$ cat src/common/epi_pkg.sv
// package for the external pin interrupt block: map, fields, resets
package epi_pkg;

  // ----------------------------------------------------------------
  // bus and register map
  // ----------------------------------------------------------------
  localparam int          EPI_DATA_W   = 32;     // ahb data width
  localparam int          EPI_ADDR_W   = 8;      // decoded address bits
  localparam int          EPI_PC_W     = 16;     // pin-change inputs
  localparam int          EPI_GRP_W    = 8;      // pins per group
  localparam logic [7:0]  EPI_OFS_SENSE  = 8'h00; // ext_sense_control
  localparam logic [7:0]  EPI_OFS_ENABLE = 8'h04; // ext_irq_enable_mask
  localparam logic [7:0]  EPI_OFS_FLAGS  = 8'h08; // ext_irq_flag_register
  localparam logic [7:0]  EPI_OFS_MSK_HI = 8'h0c; // pc_group_hi_pin_mask
  localparam logic [7:0]  EPI_OFS_MSK_LO = 8'h10; // pc_group_lo_pin_mask
  localparam logic [7:0]  EPI_OFS_STATUS = 8'h14; // sampled pin levels

  // ----------------------------------------------------------------
  // field positions
  // ----------------------------------------------------------------
  localparam int EPI_BIT_HI  = 7;  // upper group enable / flag
  localparam int EPI_BIT_LO  = 6;  // lower group enable / flag
  localparam int EPI_BIT_EXT = 0;  // dedicated pin enable / flag
  localparam int EPI_STS_EXT = 16; // status: sampled dedicated pin

  // ----------------------------------------------------------------
  // reset values
  // ----------------------------------------------------------------
  localparam logic [1:0]  EPI_RST_SENSE = 2'h0;
  localparam logic [7:0]  EPI_RST_BYTE  = 8'h00;
  localparam logic [31:0] EPI_RD_ZERO   = 32'h0000_0000;

  // ----------------------------------------------------------------
  // ahb codes
  // ----------------------------------------------------------------
  localparam logic [1:0]  EPI_HTRANS_NONSEQ = 2'h2;
  localparam int          EPI_HTRANS_ACT    = 1;   // set for nonseq/seq
  localparam logic        EPI_HRESP_OKAY    = 1'b0;

  // sense modes of the dedicated pin
  typedef enum logic [1:0] {
    EPI_SENSE_LOW  = 2'b00,  // low level requests
    EPI_SENSE_ANY  = 2'b01,  // any logical change
    EPI_SENSE_FALL = 2'b10,  // falling edge
    EPI_SENSE_RISE = 2'b11   // rising edge
  } epi_sense_e;

endpackage : epi_pkg

$ cat src/hw/epi_ext_irq.sv
// external pin and pin-change interrupt detector with ahb-lite registers
//
// Operation
// - pins interrupt even when driven as outputs
// - enabled toggle on inputs 15..8 requests hi
// - enabled toggle on inputs 7..0 requests lo
// - per-group mask registers pick contributing pins
// - pin changes raise wake without clock edge
// - low-level mode requests while pin stays low
// - edges detected only while clock runs
// - low level raises wake without a clock
// - vanished level wake gives no interrupt
// - dedicated request needs global flag and enable
// - pin sampled first; longer pulses always caught
// - sense field 00 low,01 any,10 fall,11 rise
// - enable bit 7 gates upper group request
// - enable bit 6 gates lower group request
// - enable bit 0 gates dedicated pin request
// - flags set by events, cleared by ack/w1c
// - dedicated flag held clear in level mode
// - pin needs mask bit and group enable
//
// The implementer's own choices: register access over AHB-Lite and the address map.
`timescale 1ns/1ns
`default_nettype none

module epi_ext_irq (
  input  wire logic                          SYS_CLK,
  input  wire logic                          SRST,
  // ahb-lite slave
  input  wire logic                          HSEL,
  input  wire logic [epi_pkg::EPI_DATA_W-1:0] HADDR,
  input  wire logic [1:0]                    HTRANS,
  input  wire logic                          HWRITE,
  input  wire logic [2:0]                    HSIZE,
  input  wire logic [epi_pkg::EPI_DATA_W-1:0] HWDATA,
  input  wire logic                          HREADY,
  output logic      [epi_pkg::EPI_DATA_W-1:0] HRDATA,
  output logic                               HREADYOUT,
  output logic                               HRESP,
  // pins and cpu side
  input  wire logic                          EXT_IRQ_PIN,
  input  wire logic [epi_pkg::EPI_PC_W-1:0]  PIN_CHANGE_INPUTS,
  input  wire logic                          GLOBAL_IRQ_EN,
  input  wire logic                          ACK_EXT,
  input  wire logic                          ACK_PC_HI,
  input  wire logic                          ACK_PC_LO,
  output logic                               EXT_IRQ_REQ,
  output logic                               PC_GROUP_HI_REQUEST,
  output logic                               PC_GROUP_LO_REQUEST,
  output logic                               WAKE_REQ
);
  import epi_pkg::*;

  // ----------------------------------------------------------------
  // declarations
  // ----------------------------------------------------------------
  logic [1:0]           sense_q;      // sense_sel_hi / sense_sel_lo
  logic [7:0]           enable_q;     // group and pin enables
  logic [7:0]           flags_q;      // sticky request flags
  logic [EPI_GRP_W-1:0] mask_hi_q;    // upper group pin mask
  logic [EPI_GRP_W-1:0] mask_lo_q;    // lower group pin mask
  logic [EPI_PC_W-1:0]  pc_s1_q;      // first sync stage, pins
  logic [EPI_PC_W-1:0]  pc_s2_q;      // second sync stage, pins
  logic [EPI_PC_W-1:0]  pc_prev_q;    // previous sampled pins
  logic                 ext_s1_q;     // first sync stage, ext pin
  logic                 ext_s2_q;     // second sync stage, ext pin
  logic                 ext_prev_q;   // previous sampled ext pin
  logic                 wr_pend_q;    // write data phase pending
  logic [EPI_ADDR_W-1:0] addr_q;      // latched address
  logic [EPI_PC_W-1:0]  pc_change;    // per-pin toggle seen
  logic [EPI_GRP_W-1:0] hi_hits;      // enabled toggles, upper
  logic [EPI_GRP_W-1:0] lo_hits;      // enabled toggles, lower
  logic                 hi_event;     // upper group event
  logic                 lo_event;     // lower group event
  logic                 ext_event;    // dedicated edge event
  logic                 level_mode;   // dedicated pin in low mode
  logic                 addr_take;    // address phase accepted
  logic                 w1c_hit;      // write to the flag register
  logic [7:0]           w1c_bits;     // flags cleared by that write
  epi_sense_e           sense_mode;   // decoded sense field

  assign sense_mode = epi_sense_e'(sense_q);
  assign level_mode = (sense_mode == EPI_SENSE_LOW);

  // ----------------------------------------------------------------
  // ahb-lite slave: address phase capture
  // ----------------------------------------------------------------
  // zero wait states, every answer okay
  assign HREADYOUT = 1'b1;
  assign HRESP     = EPI_HRESP_OKAY;
  assign addr_take = HSEL && HREADY && HTRANS[EPI_HTRANS_ACT];

  // address and direction held for the data phase
  always_ff @(posedge SYS_CLK) begin
    if (SRST) begin
      wr_pend_q <= 1'b0;
      addr_q    <= '0;
    end else if (HREADY) begin
      wr_pend_q <= addr_take && HWRITE;
      // upper address bits ignored: map aliases every 256 bytes
      if (addr_take) begin
        addr_q <= HADDR[EPI_ADDR_W-1:0];
      end
    end
  end

  // ----------------------------------------------------------------
  // register writes in the data phase
  // ----------------------------------------------------------------
  // only whole-word writes are expected; hsize is not checked
  always_ff @(posedge SYS_CLK) begin
    if (SRST) begin
      sense_q   <= EPI_RST_SENSE;
      enable_q  <= EPI_RST_BYTE;
      mask_hi_q <= EPI_RST_BYTE;
      mask_lo_q <= EPI_RST_BYTE;
    end else if (wr_pend_q) begin
      if (addr_q == EPI_OFS_SENSE) begin
        sense_q <= HWDATA[1:0];
      end else if (addr_q == EPI_OFS_ENABLE) begin
        // only the three implemented enables are kept
        enable_q <= '0;
        enable_q[EPI_BIT_HI]  <= HWDATA[EPI_BIT_HI];
        enable_q[EPI_BIT_LO]  <= HWDATA[EPI_BIT_LO];
        enable_q[EPI_BIT_EXT] <= HWDATA[EPI_BIT_EXT];
      end else if (addr_q == EPI_OFS_MSK_HI) begin
        mask_hi_q <= HWDATA[EPI_GRP_W-1:0];
      end else if (addr_q == EPI_OFS_MSK_LO) begin
        mask_lo_q <= HWDATA[EPI_GRP_W-1:0];
      end
      // unmapped offsets and the read-only status are ignored
    end
  end

  // ----------------------------------------------------------------
  // read mux: data stand in the data phase
  // ----------------------------------------------------------------
  // all sources are flops; a write just before is already visible
  always_comb begin
    HRDATA = EPI_RD_ZERO;
    if (addr_q == EPI_OFS_SENSE) begin
      HRDATA[1:0] = sense_q;
    end else if (addr_q == EPI_OFS_ENABLE) begin
      HRDATA[7:0] = enable_q;
    end else if (addr_q == EPI_OFS_FLAGS) begin
      HRDATA[7:0] = flags_q;
    end else if (addr_q == EPI_OFS_MSK_HI) begin
      HRDATA[EPI_GRP_W-1:0] = mask_hi_q;
    end else if (addr_q == EPI_OFS_MSK_LO) begin
      HRDATA[EPI_GRP_W-1:0] = mask_lo_q;
    end else if (addr_q == EPI_OFS_STATUS) begin
      HRDATA[EPI_PC_W-1:0]  = pc_s2_q;
      HRDATA[EPI_STS_EXT]   = ext_s2_q;
    end
  end

  // ----------------------------------------------------------------
  // pin synchronisers and previous samples
  // ----------------------------------------------------------------
  // pins are watched whatever drives them, so a port driven as an
  // output still triggers: software interrupts come for free
  always_ff @(posedge SYS_CLK) begin
    if (SRST) begin
      pc_s1_q   <= '0;
      pc_s2_q   <= '0;
      pc_prev_q <= '0;
    end else begin
      pc_s1_q   <= PIN_CHANGE_INPUTS;
      pc_s2_q   <= pc_s1_q;
      pc_prev_q <= pc_s2_q;
    end
  end

  // dedicated pin sampled before edge detection
  // reset to high so an idle-high pin looks like no edge; a pin low after reset gives a fall
  always_ff @(posedge SYS_CLK) begin
    if (SRST) begin
      ext_s1_q   <= 1'b1;
      ext_s2_q   <= 1'b1;
      ext_prev_q <= 1'b1;
    end else begin
      ext_s1_q   <= EXT_IRQ_PIN;
      ext_s2_q   <= ext_s1_q;
      ext_prev_q <= ext_s2_q;
    end
  end

  // ----------------------------------------------------------------
  // event detection
  // ----------------------------------------------------------------
  // a pin counts only with its mask bit and its group enable
  assign pc_change = pc_s2_q ^ pc_prev_q;
  assign hi_hits   = pc_change[EPI_PC_W-1:EPI_GRP_W] & mask_hi_q
                     & {EPI_GRP_W{enable_q[EPI_BIT_HI]}};
  assign lo_hits   = pc_change[EPI_GRP_W-1:0] & mask_lo_q
                     & {EPI_GRP_W{enable_q[EPI_BIT_LO]}};
  assign hi_event  = |hi_hits;
  assign lo_event  = |lo_hits;

  // edge detection needs clock edges, so none occur while it stops
  always_comb begin
    ext_event = 1'b0;
    case (sense_mode)
      EPI_SENSE_ANY:  ext_event = ext_s2_q ^ ext_prev_q;
      EPI_SENSE_FALL: ext_event = ext_prev_q & ~ext_s2_q;
      EPI_SENSE_RISE: ext_event = ~ext_prev_q & ext_s2_q;
      default:        ext_event = 1'b0;  // level handled apart
    endcase
  end

  // ----------------------------------------------------------------
  // sticky flags
  // ----------------------------------------------------------------
  assign w1c_hit  = wr_pend_q && (addr_q == EPI_OFS_FLAGS);
  assign w1c_bits = w1c_hit ? HWDATA[7:0] : 8'h00;

  // set wins over ack or write-one-to-clear in the same cycle
  always_ff @(posedge SYS_CLK) begin
    if (SRST) begin
      flags_q <= EPI_RST_BYTE;
    end else begin
      if (hi_event) begin
        flags_q[EPI_BIT_HI] <= 1'b1;
      end else if (ACK_PC_HI || w1c_bits[EPI_BIT_HI]) begin
        flags_q[EPI_BIT_HI] <= 1'b0;
      end
      if (lo_event) begin
        flags_q[EPI_BIT_LO] <= 1'b1;
      end else if (ACK_PC_LO || w1c_bits[EPI_BIT_LO]) begin
        flags_q[EPI_BIT_LO] <= 1'b0;
      end
      if (level_mode) begin
        flags_q[EPI_BIT_EXT] <= 1'b0;
      end else if (ext_event) begin
        flags_q[EPI_BIT_EXT] <= 1'b1;
      end else if (ACK_EXT || w1c_bits[EPI_BIT_EXT]) begin
        flags_q[EPI_BIT_EXT] <= 1'b0;
      end
    end
  end

  // ----------------------------------------------------------------
  // request outputs to the cpu
  // ----------------------------------------------------------------
  // each source has its own line, i.e. its own vector
  assign PC_GROUP_HI_REQUEST = GLOBAL_IRQ_EN && enable_q[EPI_BIT_HI]
                               && flags_q[EPI_BIT_HI];
  assign PC_GROUP_LO_REQUEST = GLOBAL_IRQ_EN && enable_q[EPI_BIT_LO]
                               && flags_q[EPI_BIT_LO];
  // level mode follows the sampled pin: a level gone before the
  // clock is back gives no request, the source must hold it
  assign EXT_IRQ_REQ = GLOBAL_IRQ_EN && enable_q[EPI_BIT_EXT]
                       && (level_mode ? ~ext_s2_q
                                      : flags_q[EPI_BIT_EXT]);

  // ----------------------------------------------------------------
  // clockless wake detection
  // ----------------------------------------------------------------
  // raw pins against held samples: purely combinational, so a stopped
  // clock still wakes; may glitch, the consumer must filter
  assign WAKE_REQ =
    (enable_q[EPI_BIT_EXT] && level_mode && !EXT_IRQ_PIN)
    || (enable_q[EPI_BIT_HI] && |((PIN_CHANGE_INPUTS[EPI_PC_W-1:EPI_GRP_W]
        ^ pc_s2_q[EPI_PC_W-1:EPI_GRP_W]) & mask_hi_q))
    || (enable_q[EPI_BIT_LO] && |((PIN_CHANGE_INPUTS[EPI_GRP_W-1:0]
        ^ pc_s2_q[EPI_GRP_W-1:0]) & mask_lo_q));

  // ----------------------------------------------------------------
  // assertions
  // ----------------------------------------------------------------
  property p_lvl_flag_clr;
    @(posedge SYS_CLK) disable iff (SRST)
    level_mode |=> !flags_q[EPI_BIT_EXT];
  endproperty
  a_lvl_flag_clr: assert property (p_lvl_flag_clr)
    else $error("ext flag set in level mode");

  property p_lvl_req;
    @(posedge SYS_CLK) disable iff (SRST)
    (level_mode && GLOBAL_IRQ_EN && enable_q[EPI_BIT_EXT] && !ext_s2_q)
      |-> EXT_IRQ_REQ;
  endproperty
  a_lvl_req: assert property (p_lvl_req)
    else $error("low level without request");

  property p_ext_gate;
    @(posedge SYS_CLK) disable iff (SRST)
    EXT_IRQ_REQ |-> (GLOBAL_IRQ_EN && enable_q[EPI_BIT_EXT]);
  endproperty
  a_ext_gate: assert property (p_ext_gate)
    else $error("ext request while gated off");

  property p_hi_set;
    @(posedge SYS_CLK) disable iff (SRST)
    (enable_q[EPI_BIT_HI] && |((pc_s2_q[EPI_PC_W-1:EPI_GRP_W]
      ^ pc_prev_q[EPI_PC_W-1:EPI_GRP_W]) & mask_hi_q))
      |=> flags_q[EPI_BIT_HI];
  endproperty
  a_hi_set: assert property (p_hi_set)
    else $error("upper toggle did not set flag");

  property p_lo_set;
    @(posedge SYS_CLK) disable iff (SRST)
    (enable_q[EPI_BIT_LO] && |((pc_s2_q[EPI_GRP_W-1:0]
      ^ pc_prev_q[EPI_GRP_W-1:0]) & mask_lo_q))
      |=> flags_q[EPI_BIT_LO];
  endproperty
  a_lo_set: assert property (p_lo_set)
    else $error("lower toggle did not set flag");

  property p_hi_cause;
    @(posedge SYS_CLK) disable iff (SRST)
    $rose(flags_q[EPI_BIT_HI]) |-> $past(enable_q[EPI_BIT_HI]);
  endproperty
  a_hi_cause: assert property (p_hi_cause)
    else $error("upper flag set with group disabled");

  property p_rise_set;
    @(posedge SYS_CLK) disable iff (SRST)
    (sense_mode == EPI_SENSE_RISE && $rose(ext_s2_q)
      && $stable(sense_q))
      |=> flags_q[EPI_BIT_EXT];
  endproperty
  a_rise_set: assert property (p_rise_set)
    else $error("rising edge missed");

  property p_pulse_caught;
    @(posedge SYS_CLK) disable iff (SRST)
    (sense_mode == EPI_SENSE_ANY && $changed(EXT_IRQ_PIN)
      && !w1c_hit && !ACK_EXT)
      ##1 (sense_mode == EPI_SENSE_ANY)[*2] |=> flags_q[EPI_BIT_EXT];
  endproperty
  a_pulse_caught: assert property (p_pulse_caught)
    else $error("pin change not flagged in three cycles");

  property p_w1c;
    @(posedge SYS_CLK) disable iff (SRST)
    (w1c_bits[EPI_BIT_LO] && !lo_event) |=> !flags_q[EPI_BIT_LO];
  endproperty
  a_w1c: assert property (p_w1c)
    else $error("write one did not clear lower flag");

  property p_hi_req;
    @(posedge SYS_CLK) disable iff (SRST)
    PC_GROUP_HI_REQUEST == (GLOBAL_IRQ_EN && enable_q[EPI_BIT_HI]
                            && flags_q[EPI_BIT_HI]);
  endproperty
  a_hi_req: assert property (p_hi_req)
    else $error("upper request mismatch");

  c_hi_req: cover property (@(posedge SYS_CLK) disable iff (SRST)
    $rose(PC_GROUP_HI_REQUEST));
  c_lo_req: cover property (@(posedge SYS_CLK) disable iff (SRST)
    $rose(PC_GROUP_LO_REQUEST));
  c_fall_req: cover property (@(posedge SYS_CLK) disable iff (SRST)
    sense_mode == EPI_SENSE_FALL && $rose(EXT_IRQ_REQ));
  c_lvl_req: cover property (@(posedge SYS_CLK) disable iff (SRST)
    level_mode && EXT_IRQ_REQ);

endmodule : epi_ext_irq

`default_nettype wire

$ cat config.mk
export PLATFORM = sky130hd
export DESIGN_NAME = epi_ext_irq
export DESIGN_NICKNAME = d
export VERILOG_FILES = /design/src/common/epi_pkg.sv /design/src/hw/epi_ext_irq.sv
export SDC_FILE = /design/constraint.sdc
export NUM_CORES = 1
export LEC_CHECK = 0
export ABC_AREA = 1
export BUFFER_PORTS_ARGS = -buffer_cell sky130_fd_sc_hd__buf_2
export CAP_MARGIN = 30
export CORE_MARGIN = 3
export CORE_UTILIZATION = 40
export CTS_CLUSTER_SIZE = 14
export DETAILED_ROUTE_END_ITERATION = 12
export GPL_TIMING_DRIVEN = 0
export PLACE_DENSITY = 0.69
export SLEW_MARGIN = 20
export SYNTH_ARGS = -nofsm -noshare
export SYNTH_HDL_FRONTEND = slang
export SYNTH_SLANG_ARGS = --single-unit
$ cat constraint.sdc
create_clock -name SYS_CLK -period 2.6 [get_ports SYS_CLK]
set_input_delay 0.52 -clock SYS_CLK [delete_from_list [all_inputs] [get_ports SYS_CLK]]
set_output_delay 0.52 -clock SYS_CLK [all_outputs]
set_load 0.01 [all_outputs]
Word-level counts from Yosys, hierarchy flattened:

Index checks and enable logic that the tools add are counted.

* input bits: 95
* logic and storage cells: 95
* output and inout port bits: 38
* register bits: 84

* multiplexer cells: 20
* equal/unequal tests: 8
* reductions and logical operators: 35
* bitwise gates (word level): 17

Operators with widths (number)
* $and 8x8->8: 6
* $mux 8: 5
* $mux 9: 4
* $reduce_or 8->1: 4
* $mux 17: 1
* $eq 8x4->1 const B: 2
* $eq 8x5->1 const B: 2
* $xor 16x16->16: 1
* $xor 8x8->8: 2
* $mux 15: 1
* $logic_and 1x1->1: 14
* $eq 8x3->1 const B: 1
* $logic_not 8->1: 1
* $mux 1: 7
* $reduce_bool 2->1: 3
* $logic_or 1x1->1: 5
* $not 1->1: 5
* $reduce_and 5->1: 1
* $eq 2x2->1 const B: 2
* $reduce_and 2->1: 2
* $reduce_and 4->1: 1
* $pmux 1 s3: 1
* $reduce_and 3->1: 1
* $and 1x1->1: 2
* 6 further kinds: 6

Logic depth before layout (Yosys ltp):

* word-level depth: 7
* mapped depth: 9
* gate-level depth less buffers: 9

Worst setup path before layout:

OpenSTA, ideal clock, no wires.

* path type: reg-to-output
* start point: register addr_q[3]
* end point: output HRDATA[6] (netlist bit)
* cell stages (with the launch flop): 10
* arrival: 1.129 ns
* path buffers: 1
* setup slack: 0.951 ns
* path through: dfxtp_1 inv_2 nand2_2 nor2_4 and2_4 buf_6 nand2_1 nand3_1 nor2_1 nor2_1

* word-level cells in the longest chain between the ends: 7
* elaborated cells between the ends (all ways): 12
* classes of those cells: 5 x eq/ne; 6 x mux; 1 x reduce/logical

RTL lines
* start: declaration: line epi_ext_irq.sv:70 `logic [EPI_ADDR_W-1:0] addr_q;`
* start signal: assignment: line epi_ext_irq.sv:103 `addr_q <= HADDR[EPI_ADDR_W-1:0];`
* $eq 8x5->1: line epi_ext_irq.sv:152 `end else if (addr_q == EPI_OFS_STATUS) begin`
* $mux 17: line epi_ext_irq.sv:152
* $mux 8: line epi_ext_irq.sv:150 `end else if (addr_q == EPI_OFS_MSK_LO) begin`
* $mux 8: line epi_ext_irq.sv:148 `end else if (addr_q == EPI_OFS_MSK_HI) begin`
* $mux 8: line epi_ext_irq.sv:146 `end else if (addr_q == EPI_OFS_FLAGS) begin`
* $mux 8: line epi_ext_irq.sv:144 `end else if (addr_q == EPI_OFS_ENABLE) begin`
* $mux 15 (*): line epi_ext_irq.sv:142 `if (addr_q == EPI_OFS_SENSE) begin`
* end: declaration: line epi_ext_irq.sv:38 `output logic [epi_pkg::EPI_DATA_W-1:0] HRDATA,`

Every way passes the cells marked *; elsewhere a longest branch is shown, timed or not.

Worst setup path in the final report:

Ends and elaborated chain as after synthesis.

==> metrics.md <==
| Metric | Value |
|---|---|
| Status | `complete, no violations` |
| Required time of the critical path | `2080 ps` |
| Synth cell types | `30` |
| Crit path time final | `~2300 ps` |
| Critical Path End Type | `primary output` |
| Slew @ Worst Pin | `676.6 ps` |
| WL met1 | `4.772 mm` |
| DR WL met2 | `approximately 4.6 mm` |
| Number of global-route vias before repair | `3404` |
| First-pass GRT wire length | `16.38 mm` |
| Cell count after synthesis | `between 500 and 600` |
| Post-route DRC | `0` |
| Count of input and output buffers | `62` |
| Seq/Total Area, Yosys | `0.4276` |
| Pwr dens | `around 540 nW/um^2` |
| Core Area | `around 9400 um^2` |
| Yosys top cell area share | `0.4276` |
| Total of max-cap violations | `0` |
| Final ANT Viol Nets | `0` |
| Syn_area_per_cell | `between 6 and 7 um^2` |
| Number of I/O pins | `133` |
| Slew Viols, Final | `0` |
| TNS Setup | `0 ps` |
| Multi-input gate area | `~1700 um^2` |
| WHS Path Cells | `3` |
| DIE AREA | `between 10000 and 15000 um^2` |
| Final Wtd Congestion | `0.9238` |
| Worst hold path type | `primary input to flop` |
| Synthesized flop and latch total | `84` |
| Reg area | `1682 um^2` |
| Initial DRC count | `roughly 240` |
| CTS tree | `built` |
| Row count | `35` |
| DP Area | `around 4500 um^2` |
| Top post-synthesis cells by area | `dfxtp_1 43%, nand2_1 11%, nor2_1 11%, inv_1 8.9%, nand3_1 5.3%` |
| Post-DP HPWL | `about 7.8 mm` |
| Routed wl met3 | `between 500 and 600 um` |
| EDFF count, synth | `0` |
| CTS root buf | `clkbuf_8` |
| R2r setup slk | `about 1200 ps` |
| Final instance area | `about 4700 um^2` |
| IR drop worst, VDD | `roughly 0.32 mV` |
| Worst-case reg-to-reg path depth | `6` |
| Most frequent cells after synthesis | `115 x nand2_1, 112 x nor2_1, 93 x inv_1` |
| Post-cts gate resize count | `0` |
| Final std cells w/o fill | `807` |
| Layout Area Growth over Synthesis | `18.58%` |
| Critical Path Start Type | `flop` |
| 1st-pass router iterations | `5` |
| Via Count | `about 3700` |
| Clock buffer depth | `2` |
| Pin count of the biggest net entering global routing | `14` |
| DR top layer | `met4` |
| Antenna diodes | `0` |
| Worst-Skew Late Latency | `roughly 350 ps` |
| Final WS setup | `about 280 ps` |
| Share of layout cells above drive strength 1 | `0.1814` |
| Mapped cell area | `3933 um^2` |
| Maximum clock rate | `between 400 and 500 MHz` |
| H-tree Lvls | `3` |
| Avg Vias per Cell | `between 4 and 5` |
| Post-Route WL | `10.02 mm` |
| Relative slew slack | `0.5489` |
| Pleak | `2.370 nW` |
| Die height | `roughly 110 um` |
| Inst Count DP | `791` |
| CP max FO | `8` |
| Post-synthesis cell type with the largest combined area | `dfxtp_1` |
| Worst r2r src | `addr_q[4]` |
| Fin Clk Skew | `about 10 ps` |
| Gr ovfl total | `0` |
| Hold path endpoint | `ext_s1_q` |
| Final Hold Viols | `0` |
| Global Route Usage Sum | `0.1839` |
| Setup violations, final | `0` |
| RSZ-0062 raised after global routing | `false` |
| CP arrival | `around 1800 ps` |
| YS warnings | `0` |
| Ys flop type | `dfxtp_1` |
| Initial antenna violation count | `0` |
| Layout Nets | `770` |
| Top-count cell post-synth | `nand2_1` |
| Final Cycle Share | `0.8927` |
| Hold_sp | `EXT_IRQ_PIN` |
| FFs w/ async S/R, synth | `0` |
| CP Class | `flop to primary output` |
| Post-CTS setup buffer count | `0` |
| Reg-to-reg endpoint | `enable_q[7]` |
| Clk slew on worst S/H paths | `about 80 ps` |
| Place WS | `about 650 ps` |
| Die width | `105.2 um` |
| Cts hold-fix bufs | `0` |
| Initial Util | `0.4177` |
| WL/cell | `~12 um` |
| Clock Sinks | `84` |
| CTS buffer count | `9` |
| Filler Cell Count | `a little under 1000` |
[cell usage in the layout, fill, tap and decap left out, types with 2 or more instances in the layout]
cell type,n
a21oi_1,19
buf_2,66
buf_4,18
clkbuf_1,11
clkbuf_8,11
clkinv_2,3
conb_1,17
dfxtp_1,84
ha_1,2
inv_1,93
inv_2,6
nand2_1,115
nand2_2,2
nand3_1,42
nand3_4,2
nand4_1,19
nor2_1,112
nor2_2,2
nor2_4,3
nor3_1,3
o21ai_0,21
o21ai_1,15
or2_2,2
[worst max-delay path by stage]
| stage | start | to | slack [ps] | cells past startpoint |
|---|---|---|---|---|
| 2_1_floorplan | addr_q[3] | HRDATA[6] | 950 | 9 |
| 3_3_place_gp | PIN_CHANGE_INPUTS[0] | WAKE_REQ | 660 | 10 |
| 3_5_place_dp | addr_q[3] | HRDATA[6] | 650 | 10 |
| 4_1_cts | addr_q[3] | HRDATA[6] | 250 | 10 |
| 5_1_grt | addr_q[4] | HRDATA[1] | 140 | 9 |
| 6_report | addr_q[3] | HRDATA[6] | 280 | 10 |
[cells by family (layout without fill, tap and decap cells)]
family                   count (synthesis)  count (layout)  synth area share
flip-flops                              84              84            0.4276
AND/OR/NAND/NOR                        306             306            0.3414
AO/OA/AOI/OAI                           57              57           0.07350
buffers and inverters                  134             212            0.1492
other                                    2              17          0.001910
adder cells (fa/ha/maj)                  2               2          0.006362
[layout make-up]
type | instances | share of cell area
Inverter | 101 | 0.08210
Timing Repair Buffer | 62 | 0.06654
Clock buffer | 12 | 0.03327
Sequential cell | 84 | 0.3606
Multi-Input combinational cell | 382 | 0.3689
Tap cell | 129 | 0.03461
Buffer | 33 | 0.04374
Clock inverter | 4 | 0.01020
[critical path: stages (launching register included)]
cell and delay, ps:
dfxtp_1 340, inv_2 90, nand2_2 70, nor2_4 170, and2_4 170, buf_6 130, nand2_1 70, nand3_1 80
nor2_1 40, nor2_1 140, buf_2 160
[through the flow]
stage	hold slack (ps)	total power, mW	util
global route	365.7	2.659	0.4953
detailed placement	393.3	1.624	0.4738
finish	370.9	2.540	0.4953
global placement	389.8	1.618	0.4738
CTS	361.8	2.564	0.4953
floorplan	388.3	1.537	-
[layer usage]
layer  global-route usage  vias to the layer above
met5                    0                        -
met4              0.05436                        0
met3              0.03397                       11
met2               0.2901                      107
met1               0.2558                     1653
li1                     -                     1942
[registers in the layout (all words and copies together) (netlist names), 2 cells and up]
signal      count
mask_lo_q       8
mask_hi_q       8
pc_prev_q      16
pc_s2_q        16
addr_q          8
pc_s1_q        16
sense_mode      2
flags_q         3
enable_q        3
[power breakdown]
group | switching [mW] | internal, mW | leakage, nW | total (mW)
logic | 0.159 | 0.0892 | 1.58 | 0.248
clock network | 0.450 | 0.494 | 0.102 | 0.944
registers | 0.0229 | 1.33 | 0.687 | 1.35
(Power assumes the default switching activity.)
